File: config.mk
export PLATFORM = sky130hd
export DESIGN_NAME = lsc_config_regs
export DESIGN_NICKNAME = d
export VERILOG_FILES = /design/src/design/lsc_config_regs.v
export VERILOG_INCLUDE_DIRS = /design/src /design/src/design
export SDC_FILE = /design/constraint.sdc
export NUM_CORES = 1
export LEC_CHECK = 0
export BUFFER_PORTS_ARGS = -buffer_cell sky130_fd_sc_hd__buf_2
export CAP_MARGIN = 30
export CORE_MARGIN = 4
export CORE_UTILIZATION = 46
export CTS_CLUSTER_DIAMETER = 50
export CTS_CLUSTER_SIZE = 30
export DETAILED_ROUTE_END_ITERATION = 10
export GPL_ROUTABILITY_DRIVEN = 0
export HOLD_SLACK_MARGIN = 0.06
export MAX_ROUTING_LAYER = met4
export PLACE_DENSITY = 0.75
export SLEW_MARGIN = 20
export SYNTH_ARGS = -nofsm -noshare
export SYNTH_HDL_FRONTEND = slang
export SYNTH_SLANG_ARGS = --single-unit
File: constraint.sdc
create_clock -name sys_clk -period 2.3 [get_ports sys_clk]
set_clock_uncertainty 0.2 [all_clocks]
set_input_delay 0.115 -clock sys_clk [delete_from_list [all_inputs] [get_ports sys_clk]]
set_output_delay 0.115 -clock sys_clk [all_outputs]
set_load 0.005 [all_outputs]
File: src/design/lsc_defines.vh
`ifndef LSC_DEFINES_VH
`define LSC_DEFINES_VH

// Register offsets on the serial control port
`define LSC_ADDR_LIMIT        8'h14
`define LSC_ADDR_BEHAV        8'h15

// Reset values
`define LSC_RST_LIMIT         8'hC0
`define LSC_RST_BEHAV         8'h00

// Writable bit masks; reserved positions are zero
`define LSC_MASK_LIMIT        8'hCF
`define LSC_MASK_BEHAV        8'h3F

// Switch-limit field positions
`define LSC_BIT_WARM_RESET    7
`define LSC_BIT_HYST          6
`define LSC_SW3_LIM_HI        3
`define LSC_SW3_LIM_LO        2
`define LSC_SW2_LIM_HI        1
`define LSC_SW2_LIM_LO        0

// Switch-behaviour field positions
`define LSC_BIT_SW3_PFOFF     5
`define LSC_BIT_SW2_PFOFF     4
`define LSC_BIT_SW1_PFOFF     3
`define LSC_BIT_SW3_DCHG      2
`define LSC_BIT_SW2_DCHG      1
`define LSC_BIT_SW1_DCHG      0

`endif

File: src/design/lsc_config_regs.v
`timescale 1ns/100ps
`default_nettype none
`include "lsc_defines.vh"

module lsc_config_regs (
    input  wire       sys_clk,
    input  wire       srst,
    input  wire       reg_wr_en,
    input  wire       reg_rd_en,
    input  wire [7:0] reg_addr,
    input  wire [7:0] reg_wr_data,
    input  wire       password_ok,
    input  wire       power_fail_output_low,
    input  wire       switch1_enable,
    input  wire       switch2_enable,
    input  wire       switch3_enable,
    output reg  [7:0] reg_rd_data,
    output reg        reg_rd_hit,
    output reg        reg_wr_rejected,
    output reg        shared_pin_warm_reset_select,
    output reg        lockout_hysteresis_select,
    output reg  [1:0] switch3_current_limit,
    output reg  [1:0] switch2_current_limit,
    output reg        switch1_on,
    output reg        switch2_on,
    output reg        switch3_on,
    output reg        switch1_discharge,
    output reg        switch2_discharge,
    output reg        switch3_discharge
);

    reg  [7:0] switch_limit_config;
    reg  [7:0] switch_behaviour_config;
    wire       hit_limit;
    wire       hit_behav;
    wire       map_hit;
    wire       wr_ok;
    wire       wr_limit;
    wire       wr_behav;
    wire       rd_limit;
    wire       rd_behav;
    wire [7:0] limit_view;
    wire [7:0] behav_view;
    wire       warm_field;
    wire       hyst_field;
    wire [1:0] sw3_lim_field;
    wire [1:0] sw2_lim_field;
    wire       sw1_kill;
    wire       sw2_kill;
    wire       sw3_kill;
    wire       sw1_dchg;
    wire       sw2_dchg;
    wire       sw3_dchg;
    wire       pf_tripped;
    wire       next_sw1_on;
    wire       next_sw2_on;
    wire       next_sw3_on;
    wire       next_sw1_dis;
    wire       next_sw2_dis;
    wire       next_sw3_dis;

    // Reset images of the limit, pin-role and discharge outputs come from the register reset words; the switch-on outputs reset to zero
    localparam [7:0] RST_LIMIT_WORD = `LSC_RST_LIMIT;
    localparam [7:0] RST_BEHAV_WORD = `LSC_RST_BEHAV;

    // Offset compare shared by the write and read decoders
    function addr_match;
        input [7:0] addr;
        input [7:0] target;
        begin
            addr_match = (addr == target);
        end
    endfunction

    // Gate a switch enable with its power-fail kill bit
    function gate_switch;
        input en;
        input pf_kill;
        input pf_trip;
        begin
            gate_switch = en & ~(pf_kill & pf_trip);
        end
    endfunction

    // Discharge only while the switch is off, whatever turned it off
    function discharge_ctl;
        input dchg_en;
        input sw_on;
        begin
            discharge_ctl = dchg_en & ~sw_on;
        end
    endfunction

    assign hit_limit  = addr_match(reg_addr, `LSC_ADDR_LIMIT);
    assign hit_behav  = addr_match(reg_addr, `LSC_ADDR_BEHAV);
    assign map_hit    = hit_limit | hit_behav;
    assign wr_ok      = reg_wr_en & password_ok;
    assign wr_limit   = wr_ok & hit_limit;
    assign wr_behav   = wr_ok & hit_behav;
    assign rd_limit   = reg_rd_en & hit_limit;
    assign rd_behav   = reg_rd_en & hit_behav;
    // The comparator output is active low, so a trip is a zero on the pin
    assign pf_tripped = ~power_fail_output_low;

    // Field views; masking again on read keeps spare bits zero even if storage were upset
    assign limit_view    = switch_limit_config & `LSC_MASK_LIMIT;
    assign behav_view    = switch_behaviour_config & `LSC_MASK_BEHAV;
    assign warm_field    = switch_limit_config[`LSC_BIT_WARM_RESET];
    assign hyst_field    = switch_limit_config[`LSC_BIT_HYST];
    assign sw3_lim_field = switch_limit_config[`LSC_SW3_LIM_HI:`LSC_SW3_LIM_LO];
    assign sw2_lim_field = switch_limit_config[`LSC_SW2_LIM_HI:`LSC_SW2_LIM_LO];
    assign sw1_kill      = switch_behaviour_config[`LSC_BIT_SW1_PFOFF];
    assign sw2_kill      = switch_behaviour_config[`LSC_BIT_SW2_PFOFF];
    assign sw3_kill      = switch_behaviour_config[`LSC_BIT_SW3_PFOFF];
    assign sw1_dchg      = switch_behaviour_config[`LSC_BIT_SW1_DCHG];
    assign sw2_dchg      = switch_behaviour_config[`LSC_BIT_SW2_DCHG];
    assign sw3_dchg      = switch_behaviour_config[`LSC_BIT_SW3_DCHG];

    // Switch-limit register; reserved bits are never stored
    always @(posedge sys_clk) begin
        if (srst) begin
            switch_limit_config <= `LSC_RST_LIMIT;
        end else if (wr_limit) begin
            switch_limit_config <= reg_wr_data & `LSC_MASK_LIMIT;
        end
    end

    // Switch-behaviour register; a locked write leaves it untouched
    always @(posedge sys_clk) begin
        if (srst) begin
            switch_behaviour_config <= `LSC_RST_BEHAV;
        end else if (wr_behav) begin
            switch_behaviour_config <= reg_wr_data & `LSC_MASK_BEHAV;
        end
    end

    // Read port; unmapped offsets read zero
    always @(posedge sys_clk) begin
        if (srst) begin
            reg_rd_data <= 8'h00;
        end else if (rd_limit) begin
            reg_rd_data <= limit_view;
        end else if (rd_behav) begin
            reg_rd_data <= behav_view;
        end else begin
            reg_rd_data <= 8'h00;
        end
    end

    // Status pulses; a locked write is flagged so software can tell it was lost
    always @(posedge sys_clk) begin
        if (srst) begin
            reg_rd_hit      <= 1'h0;
            reg_wr_rejected <= 1'h0;
        end else begin
            reg_rd_hit      <= reg_rd_en & map_hit;
            reg_wr_rejected <= reg_wr_en & map_hit & ~password_ok;
        end
    end

    assign next_sw1_on  = gate_switch(switch1_enable, sw1_kill, pf_tripped);
    assign next_sw2_on  = gate_switch(switch2_enable, sw2_kill, pf_tripped);
    assign next_sw3_on  = gate_switch(switch3_enable, sw3_kill, pf_tripped);
    // Discharge follows the gated state so a power-fail kill also discharges
    assign next_sw1_dis = discharge_ctl(sw1_dchg, next_sw1_on);
    assign next_sw2_dis = discharge_ctl(sw2_dchg, next_sw2_on);
    assign next_sw3_dis = discharge_ctl(sw3_dchg, next_sw3_on);

    // Shared pin role and lockout hysteresis
    always @(posedge sys_clk) begin
        if (srst) begin
            shared_pin_warm_reset_select <= RST_LIMIT_WORD[`LSC_BIT_WARM_RESET];
            lockout_hysteresis_select    <= RST_LIMIT_WORD[`LSC_BIT_HYST];
        end else begin
            shared_pin_warm_reset_select <= warm_field;
            lockout_hysteresis_select    <= hyst_field;
        end
    end

    // Current limit codes; the analog side decodes the two-bit values
    always @(posedge sys_clk) begin
        if (srst) begin
            switch3_current_limit <= RST_LIMIT_WORD[`LSC_SW3_LIM_HI:`LSC_SW3_LIM_LO];
            switch2_current_limit <= RST_LIMIT_WORD[`LSC_SW2_LIM_HI:`LSC_SW2_LIM_LO];
        end else begin
            switch3_current_limit <= sw3_lim_field;
            switch2_current_limit <= sw2_lim_field;
        end
    end

    // Switch one; registered so the analog controls never glitch
    always @(posedge sys_clk) begin
        if (srst) begin
            switch1_on        <= 1'h0;
            switch1_discharge <= RST_BEHAV_WORD[`LSC_BIT_SW1_DCHG];
        end else begin
            switch1_on        <= next_sw1_on;
            switch1_discharge <= next_sw1_dis;
        end
    end

    // Switch two
    always @(posedge sys_clk) begin
        if (srst) begin
            switch2_on        <= 1'h0;
            switch2_discharge <= RST_BEHAV_WORD[`LSC_BIT_SW2_DCHG];
        end else begin
            switch2_on        <= next_sw2_on;
            switch2_discharge <= next_sw2_dis;
        end
    end

    // Switch three
    always @(posedge sys_clk) begin
        if (srst) begin
            switch3_on        <= 1'h0;
            switch3_discharge <= RST_BEHAV_WORD[`LSC_BIT_SW3_DCHG];
        end else begin
            switch3_on        <= next_sw3_on;
            switch3_discharge <= next_sw3_dis;
        end
    end

endmodule // lsc_config_regs

`default_nettype wire

Word level (Yosys, flattened, before mapping). Index checks and enable logic that the tools add are counted.

Mux-type cells: 2. Reductions and logical operators: 1. Bitwise gates (word level): 27. Equality and inequality tests: 2.

Operators with widths (number): $and 1x1->1 (17); $eq 8x5->1 const B (2); $not 1->1 (9); $mux 8 (1); $mux 6 (1); $reduce_or 3->1 (1); $or 1x1->1 (1).

Word-level logic and storage cells: 48. Input bits: 25. Register bits after elaboration: 34. Output and inout bits: 22.

Logic depth before layout (Yosys ltp). Gate-level depths: netlist (run 1).

Depth after elaboration: 6. Depth in mapped cells: 5. Gate-level depth less buffers: 4.

Least setup slack after synthesis (run 1). OpenSTA, ideal clock, no wires.

Path kind: input to register. Start point: input reg_addr[7]. End point: register reg_rd_data[4]. Required time: 2.039 ns. Path buffers: 1. Slack: 0.534 ns. Cell stages on the path: 5. Setup time: 0.061 ns. Arrival time: 1.505 ns. Cells stage by stage: or4b_4 -> or4_4 -> buf_6 -> clkinv_2 -> and3_1.

Longest elaborated chain between the ends: 4. Elaborated cells on any way between the ends: 6. Classes of those cells: eq/ne: 2; bitwise: 3; reduce/logical: 1.

RTL lines: start, declared (line lsc_config_regs.v:10) `input wire [7:0] reg_addr,`; $eq 8x5->1 (line lsc_config_regs.v:71) `addr_match = (addr == target);`; $and 1x1->1 (line lsc_config_regs.v:101) `assign rd_behav = reg_rd_en & hit_behav;`; $not 1->1 (no source line); $reduce_or 3->1 (no source line) *; end signal, assigned (line lsc_config_regs.v:142) `reg_rd_data <= limit_view;`; end signal, assigned (line lsc_config_regs.v:144) `reg_rd_data <= behav_view;`; end, declared (line lsc_config_regs.v:17) `output reg [7:0] reg_rd_data,`.

Mark *: on every way between the ends. The rest lies on a longest branch, timed or not. A chain may end at the register's enable or synchronous reset.

==> results of run 1 <==
## worst max-delay path, stage by stage
cell and delay [ps]:
dlygate4sd3_1 530, buf_4 210, nand2b_1 160, or4_4 560
nor3b_2 180, dlygate4sd3_1 570
## logic make-up after synthesis
family	share of synthesized area, %
buffers and inverters	5.39
and+or+nand+nor	23.7
AOI/OAI and AO/OA	1.24
DFF	56.4
muxes	13.3
## how the worst min path moves through the flow
stage | from | endpoint | slack, ps | depth (start not counted)
2_1_floorplan | password_ok | reg_wr_rejected$_SDFF_PP0_ | -7 | 1
3_3_place_gp | password_ok | reg_wr_rejected$_SDFF_PP0_ | 120 | 2
3_5_place_dp | password_ok | reg_wr_rejected$_SDFF_PP0_ | 120 | 2
4_1_cts | reg_addr[6] | reg_rd_data[2]$_SDFF_PP0_ | 70 | 4
5_1_grt | reg_addr[7] | reg_rd_data[2]$_SDFF_PP0_ | 90 | 4
6_report | reg_addr[6] | reg_rd_data[2]$_SDFF_PP0_ | 90 | 4
## stage by stage
stage               util, %  worst slack (ps)  hold slack [ps]
CTS                    73.5              26.4             74.3
global route           73.6              3.72             90.9
floorplan                 -               534            -6.89
global placement       58.7               450              118
detailed placement     58.7               432              120
finish                 73.6              53.8             91.5
## repair_timing
| action | in CTS | in global routing |
|---|---|---|
| gates resized for setup | 0 | 2 |
| hold endpoints to repair | 29 | 0 |
| hold buffers | 31 | 0 |
| setup endpoints to repair | 0 | 3 |
## power by group
part | switching, mW | internal [mW]
Sequential | 0.000727 | 0.591
Clock | 0.191 | 0.148
Combinational | 0.0319 | 0.0577
## state kept, by name, indices dropped and copies added (netlist names), 2 cells and up
register and flops:
switch_limit_config 6, switch_behaviour_config 6, switch2_current_limit 2, reg_rd_data 8
switch3_current_limit 2
## layer usage
metal | part of all wire, % | wire [µm] | vias up
li1 | - | - | 524
met1 | 40 | 1140 | 468
met2 | 52 | 1500 | 31
met3 | 6.1 | 174 | 9
met4 | 1.9 | 55 | 0
met5 | 0 | 0 | -
## layout by cell type, fill, tap and decap left out
master         synthesis  layout
buf_2                  0      45
dfxtp_1               34      34
dlygate4sd3_1          0      31
nand2b_1              18      18
mux2i_1               16      16
nor2_1                11      11
inv_1                 10      10
clkbuf_4               0       5
o21ai_0                3       3
nor2b_1                3       3
buf_4                  0       3
clkinv_2               1       2
and3_1                 2       2
nor3b_2                2       2
or4b_4                 1       1
or4_4                  1       1
nand4bb_1              1       1
nand2_1                1       1
nor3_2                 1       1
nor4_2                 1       1
or4_1                  1       1
nor4_1                 1       1
clkbuf_1               3       1
clkbuf_8               0       1
## cell usage after synthesis
master     count  area share, %
nor2_1        11            3.4
inv_1         10            3.1
and3_1         2            1.0
clkinv_2       1           0.41
nor4_1         1           0.52
nor3_2         1           0.83
buf_6          1           0.93
mux2i_1       16             13
dfxtp_1       34             56
nor4_2         1            1.0
or4b_4         1            1.1
nor3b_2        2            2.1
or4_4          1           0.93
or4_1          1           0.62
nand4bb_1      1           0.93
nor2b_1        3            1.6
clkbuf_1       3           0.93
nand2_1        1           0.31
nand2b_1      18            9.3
o21ai_0        3            1.2
## layout make-up
type	instances	area [µm²]
multi-input cells	63	462
fillers	190	659
clock inverters	1	5.00
clock buffers	7	55.1
inverters	11	42.5
repair buffers	79	558
flip-flops and latches	34	681
well taps	30	37.5
==> run summary, run 1 <==
Post-Syn Area per Cell -> 10.8 µm²
CP Capture Type -> flip-flop
Vias in the first global route -> 1,121
Longest Clk Path Bufs -> 2
Syn-to-layout area delta -> 52.4%
Seq/Total Area, Yosys -> 56.4%
# diodes -> 0
RSZ-0062 raised after global routing -> no
Die area -> 3510 µm²
R2R cell count -> 5
Die height -> 59.2 µm
Yosys warns -> 0
Port bufs -> 46
First-pass GRT wire length -> 4690 µm
Worst Setup EP -> reg_rd_data[6]$_SDFF_PP0_
Die Width -> 59.2 µm
Remaining routing DRC violations -> 0
GR Util met3 -> 6.75%
Placed insts -> 186
Final non-filler cell area -> 1840 µm²
Synth Instances -> 112
Final-report setup violation count -> 0
Global route overflow -> 0
Clock Latency Late Sink -> 330 ps
Hold Crit Class -> in -> reg
Largest net degree at the start of global routing -> 26
Worst Path Required -> 2380 ps
Reg clk slew, reported paths -> 100 ps
CTS Root Cell -> clkbuf_4
Placed inst area -> 1470 µm²
Relative slew slack -> 82.1%
Drt wl/cell -> 12.8 µm
Drt total wl -> 2870 µm
Setup TNS -> 0 ps
Synthesized area -> 1210 µm²
CTS tree -> done
Routed Antenna Nets -> 0
Vias/cell -> 4.59
Initial drt markers -> 16
Critical path class -> in -> reg
H-tree depth -> 2
DR vias -> 1,032
Most Used Layer, Global Route -> met2
Max Slew Vio Count -> 0
Worst-margin pin slew -> 267 ps
Pwr Density -> 555 nW/µm²
#FFs+latches synth -> 34
Post-DP HPWL -> 1890 µm
# rows -> 18
Worst R2R End -> switch2_on$_SDFF_PP0_
Fmax -> 445 MHz
Core area -> 2500 µm²
Number of CTS-inserted buffers -> 5
Pleak -> 0.877 nW
Antenna violations before repair -> 0
Status -> finished clean
RR Startpoint -> switch_behaviour_config[4]$_SDFFE_PP0P_
Final Non-Filler Cells -> 225
Synth Net Count -> 137
Layout cells sized above 1 -> 31.8%
Max-Cap Viols -> 0
Met1 Usage GRT -> 18.9%
# IOs -> 47
CTS sink count -> 34
Hold Vio Cnt, Final -> 0
Max FO, Critical Path -> 25
Post CTS Setup Buffer Count -> 0
R2R Setup Slk -> 190 ps
Crit share post-route -> 97.7%
Initial Utilization -> 48.3%
Final Total Pwr -> 1.02 mW
Worst EP arrival -> 2320 ps
GRT met2 Usage -> 32.8%
Worst VDD drop -> 443 µV
DRT Pass-1 Iters -> 2
Crit path launch -> srst
Final #Nets -> 219
Yosys cell types -> 20
Min cycle time layout -> 2250 ps
CP Launch Type -> input port
Overall global routing resource usage -> 18.9%
(Power assumes the default switching activity.)
==> run 2: changes to the inputs <==
- REMOVE_ABC_BUFFERS: unset -> 1
==> run 2 against run 1 <==
  * Sequential share of layout area is 1.3 points higher
  * Critical path type is now reg -> reg
  * Combinational power down 2%
  * Largest power group unchanged
  * First-iteration DRC count grew 75%
  * Sequential cell count did not move
  * Non-clock buffer count is 5 lower
  * Sequential power barely moved
  * Maximum frequency up 7.2%
  * Clock power shrank 6.5%
  * Via count shrank 0.68%
==> run summary, run 2 (synthesis results as in run 1) <==
Drt wl/cell -> 12.5 µm
First-pass GRT wire length -> 4520 µm
Number of CTS-inserted buffers -> 5
Max FO, Critical Path -> 3
Pleak -> 0.835 nW
Vias/cell -> 4.70
Initial Utilization -> 48.3%
# diodes -> 0
Critical path class -> reg -> reg
Max-Cap Viols -> 0
Hold Crit Class -> in -> reg
Wl on met1 -> 1050 µm
Top sig layer -> met4
RSZ-0062 raised after global routing -> no
Drt total wl -> 2720 µm
Util after Layout -> 71.1%
H-tree depth -> 2
Most frequent cells in the layout -> 46 x buf_2, 34 x dfxtp_1, 25 x dlygate4sd3_1
Routed Antenna Nets -> 0
Port bufs -> 46
CTS Root Cell -> clkbuf_4
Max Slew Vio Count -> 0
Longest Clk Path Bufs -> 2
Setup TNS -> 0 ps
# resized after CTS -> 0
Worst EP arrival -> 2120 ps
Post-Place Worst Slack -> 432 ps
Largest registers -> reg_rd_data: 8 flops, switch_behaviour_config: 6 flops, switch_limit_config: 6 flops
DR vias -> 1,025
Pwr Density -> 561 nW/µm²
CP Capture Type -> flip-flop
Post CTS Setup Buffer Count -> 0
Remaining routing DRC violations -> 0
# IOs -> 47
Core area -> 2500 µm²
# rows -> 18
Final #Nets -> 214
Antenna violations before repair -> 0
R2R cell count -> 5
Status -> finished clean
Vias in the first global route -> 1,049
Clock Latency Late Sink -> 330 ps
Final Total Pwr -> 997 µW
Overall global routing resource usage -> 18.5%
Reg clk slew, reported paths -> 90 ps
Die Width -> 59.2 µm
Hold Vio Cnt, Final -> 0
Fmax -> 477 MHz
Post-DP HPWL -> 1810 µm
Commonest non-fill, non-tap cell in the layout -> buf_2
Met2 routed WL -> 1450 µm
Hold-critical path depth -> 4
Relative slew slack -> 81.3%
CTS tree -> done
Worst-margin pin slew -> 281 ps
DRT Pass-1 Iters -> 4
CP Launch Type -> flip-flop
Max FFs per register -> 8
Die height -> 59.2 µm
Global route overflow -> 0
Layout cells sized above 1 -> 33.0%
Post-route setup slack -> 204 ps
Worst Path Required -> 2320 ps
Largest net degree at the start of global routing -> 25
Syn-to-layout area delta -> 47.1%
Crit share post-route -> 91.1%
Min cycle time layout -> 2100 ps
CTS sink count -> 34
Final-report setup violation count -> 0
Largest Register -> reg_rd_data
Initial drt markers -> 28
Die area -> 3510 µm²
Worst VDD drop -> 487 µV
Met3 routed WL -> 158 µm
[run 2: cell count changes in the layout (fill, tap and decap cells not counted), sizes merged]
cell	delta
dlygate4sd3	-6
buf	+1
clkbuf	-1
clkinv	-1
[run 2: worst paths after layout]
path,startpoint,endpoint,slack [ps]
hold reg to reg,switch_limit_config[7]$_SDFFE_PP1P_,shared_pin_warm_reset_select$_SDFF_PP1_,250
setup reg to reg,switch_behaviour_config[5]$_SDFFE_PP0P_,switch3_on$_SDFF_PP0_,200
setup / recovery,switch_behaviour_config[5]$_SDFFE_PP0P_,switch3_on$_SDFF_PP0_,200
hold / removal,reg_addr[3],reg_rd_data[6]$_SDFF_PP0_,80
[run 2: cell type report]
type,count,area [µm²]
multi-input cells,63,462
repair buffers,74,503
clock buffers,6,51.3
well taps,30,37.5
flip-flops and latches,34,681
fillers,205,723
inverters,11,42.5
[run 2: repair_timing]
action	in CTS	in global routing
hold buffers	23	3
setup endpoints to repair	0	1
hold endpoints to repair	29	6
[run 2: power by group]
part | leakage, nW | internal (mW) | switching [mW]
logic | 0.530 | 0.0560 | 0.0318
clock network | 0.0302 | 0.138 | 0.180
registers | 0.275 | 0.591 | 0.000618
total | 0.835 | 0.785 | 0.212
[run 2: through the flow]
| stage | cells | hold WS [ps] | cell area [µm²] |
|---|---|---|---|
| floorplan | 108 | -15.5 | 1180 |
| global placement | 187 | 120 | 1480 |
| detailed placement | 187 | 119 | 1480 |
| CTS | 216 | 87.7 | 1760 |
| global route | 218 | 84.7 | 1780 |
| finish | 218 | 76.3 | 1780 |
[run 2: per-layer routing]
| metal | track usage (%) | up-vias |
|---|---|---|
| met1 | 17.9 | 471 |
| li1 | - | 514 |
| met5 | - | - |
| met4 | 9.71 | 0 |
| met3 | 4.79 | 7 |
| met2 | 33.4 | 33 |
[run 2: worst max-delay path, stage by stage (launching register included)]
cell and delay [ps]:
dfxtp_1 360, inv_1 40, o21ai_0 180, dlygate4sd3_1 600
nor2_1 50, dlygate4sd3_1 560
==> run 3: changes to the inputs <==
- BUFFER_PORTS_ARGS: -buffer_cell sky130_fd_sc_hd__buf_2 -> unset
- CORE_UTILIZATION: 46 -> 55
- DONT_BUFFER_PORTS: unset -> 1
- PLACE_DENSITY: 0.75 -> 0.69
==> run 3 against run 2 <==
  * Worst hold slack improved by 14 ps
  * First-iteration DRC count fell by 82%
  * Setup slack improved by 76 ps
  * Sequential share of layout area rose by 4.9 points
  * Cell count fell by 21%
  * Power rose by 0.11%
  * Sequential power barely moved
  * Sequential cell count did not move
  * Global-route usage rose by 2.4 points
  * Combinational power fell by 23%
  * Critical path type is now in -> reg
==> run summary, run 3 (synthesis results as in run 1) <==
Filler cells -> 143
H-tree depth -> 2
Largest registers -> reg_rd_data: 8 flops, switch_behaviour_config: 6 flops, switch_limit_config: 6 flops
Worst-margin pin slew -> 769 ps
CTS tree -> done
Post CTS Setup Buffer Count -> 0
Setup TNS -> 0 ps
Final-report setup violation count -> 0
Reg clk slew, reported paths -> 100 ps
Final non-filler cell area -> 1570 µm²
CP Capture Type -> flip-flop
Largest Register -> reg_rd_data
RSZ-0062 raised after global routing -> no
Max-Cap Viols -> 0
Pwr Density -> 634 nW/µm²
Layout cells sized above 1 -> 11.0%
CTS sink count -> 34
DRT Pass-1 Iters -> 3
Hold Vio Cnt, Final -> 0
Die Width -> 54.9 µm
Max FFs per register -> 8
Routed Antenna Nets -> 0
Remaining routing DRC violations -> 0
Core area -> 2020 µm²
Global route overflow -> 0
Syn-to-layout area delta -> 30.4%
Overall global routing resource usage -> 21.0%
Commonest non-fill, non-tap cell in the layout -> dfxtp_1
Die area -> 3010 µm²
Vias in the first global route -> 897
Max Slew Vio Count -> 0
# resized after CTS -> 0
Pleak -> 0.636 nW
First-pass GRT wire length -> 4110 µm
Worst Path Required -> 2370 ps
Longest Clk Path Bufs -> 2
Hold Crit Class -> in -> reg
Drt wl/cell -> 14.8 µm
Max FO, Critical Path -> 5
Fmax -> 495 MHz
Drt total wl -> 2570 µm
Most frequent cells in the layout -> 34 x dfxtp_1, 28 x dlygate4sd3_1, 18 x nand2b_1
Critical path class -> in -> reg
Min cycle time layout -> 2020 ps
Initial Utilization -> 59.7%
# diodes -> 0
Die height -> 54.9 µm
Placed inst area -> 1230 µm²
Final #Nets -> 170
Status -> finished clean
Number of CTS-inserted buffers -> 5
Vias/cell -> 4.96
Relative slew slack -> 48.5%
# IOs -> 47
Largest net degree at the start of global routing -> 26
Port bufs -> 0
CP Launch Type -> input port
# rows -> 16
Clock Latency Late Sink -> 320 ps
Antenna violations before repair -> 0
Crit share post-route -> 87.8%
DR vias -> 858
Post-DP HPWL -> 1690 µm
Initial drt markers -> 5
Worst EP arrival -> 2090 ps
Worst VDD drop -> 436 µV
CTS Root Cell -> clkbuf_4
Hold-fix buffers at CTS -> 28
run 3: stage by stage:
step                      cells  setup slack (ps)  power [mW]  utilization [%]  hold WS (ps)
after detailed placement    137               535       0.627             61.0         -11.3
after global placement      137               555       0.627             61.0         -11.7
final                       173               280       0.998             77.8          90.1
after global routing        173               226        1.04             77.8          82.8
after CTS                   173               306        1.00             77.8          72.0
after floorplan             108               590       0.625                -         -15.5
run 3: area by class of cell:
class,instances,area [µm²],area share (%)
clock inverter,1,5.00,0.318
clock buffer,7,55.1,3.50
multi-input combinational,63,462,29.3
inverter,11,42.5,2.70
tap,27,33.8,2.15
timing repair buffer,30,295,18.8
sequential,34,681,43.2
run 3: routing by layer:
metal / wire [µm] / global-route usage [%]
met1: 1040 / 22.1
met3: 172 / 6.54
met5: 0 / -
met4: 68 / 13.3
met2: 1290 / 33.7
run 3: path summary, 6_finish.rpt:
path | slack (ps) | end | startpoint | depth (start not counted)
worst min register to register | 260 | lockout_hysteresis_select$_SDFF_PP1_ | switch_limit_config[6]$_SDFFE_PP1P_ | 2
worst max register to register | 750 | switch3_discharge$_SDFF_PP0_ | switch_behaviour_config[5]$_SDFFE_PP0P_ | 4
worst min-delay path | 90 | switch_behaviour_config[2]$_SDFFE_PP0P_ | reg_addr[5] | 3
worst max-delay path | 280 | reg_wr_rejected$_SDFF_PP0_ | reg_addr[7] | 4
run 3: worst max-delay path, stage by stage:
cell and delay, ps:
dlygate4sd3_1 540, or4b_4 580, nor4_1 260, dlygate4sd3_1 590
run 3: power breakdown:
part | leakage (nW) | switching [mW] | total, mW | internal (mW)
logic | 0.326 | 0.0248 | 0.0677 | 0.0429
clock network | 0.0353 | 0.189 | 0.337 | 0.148
registers | 0.275 | 0.00173 | 0.593 | 0.591
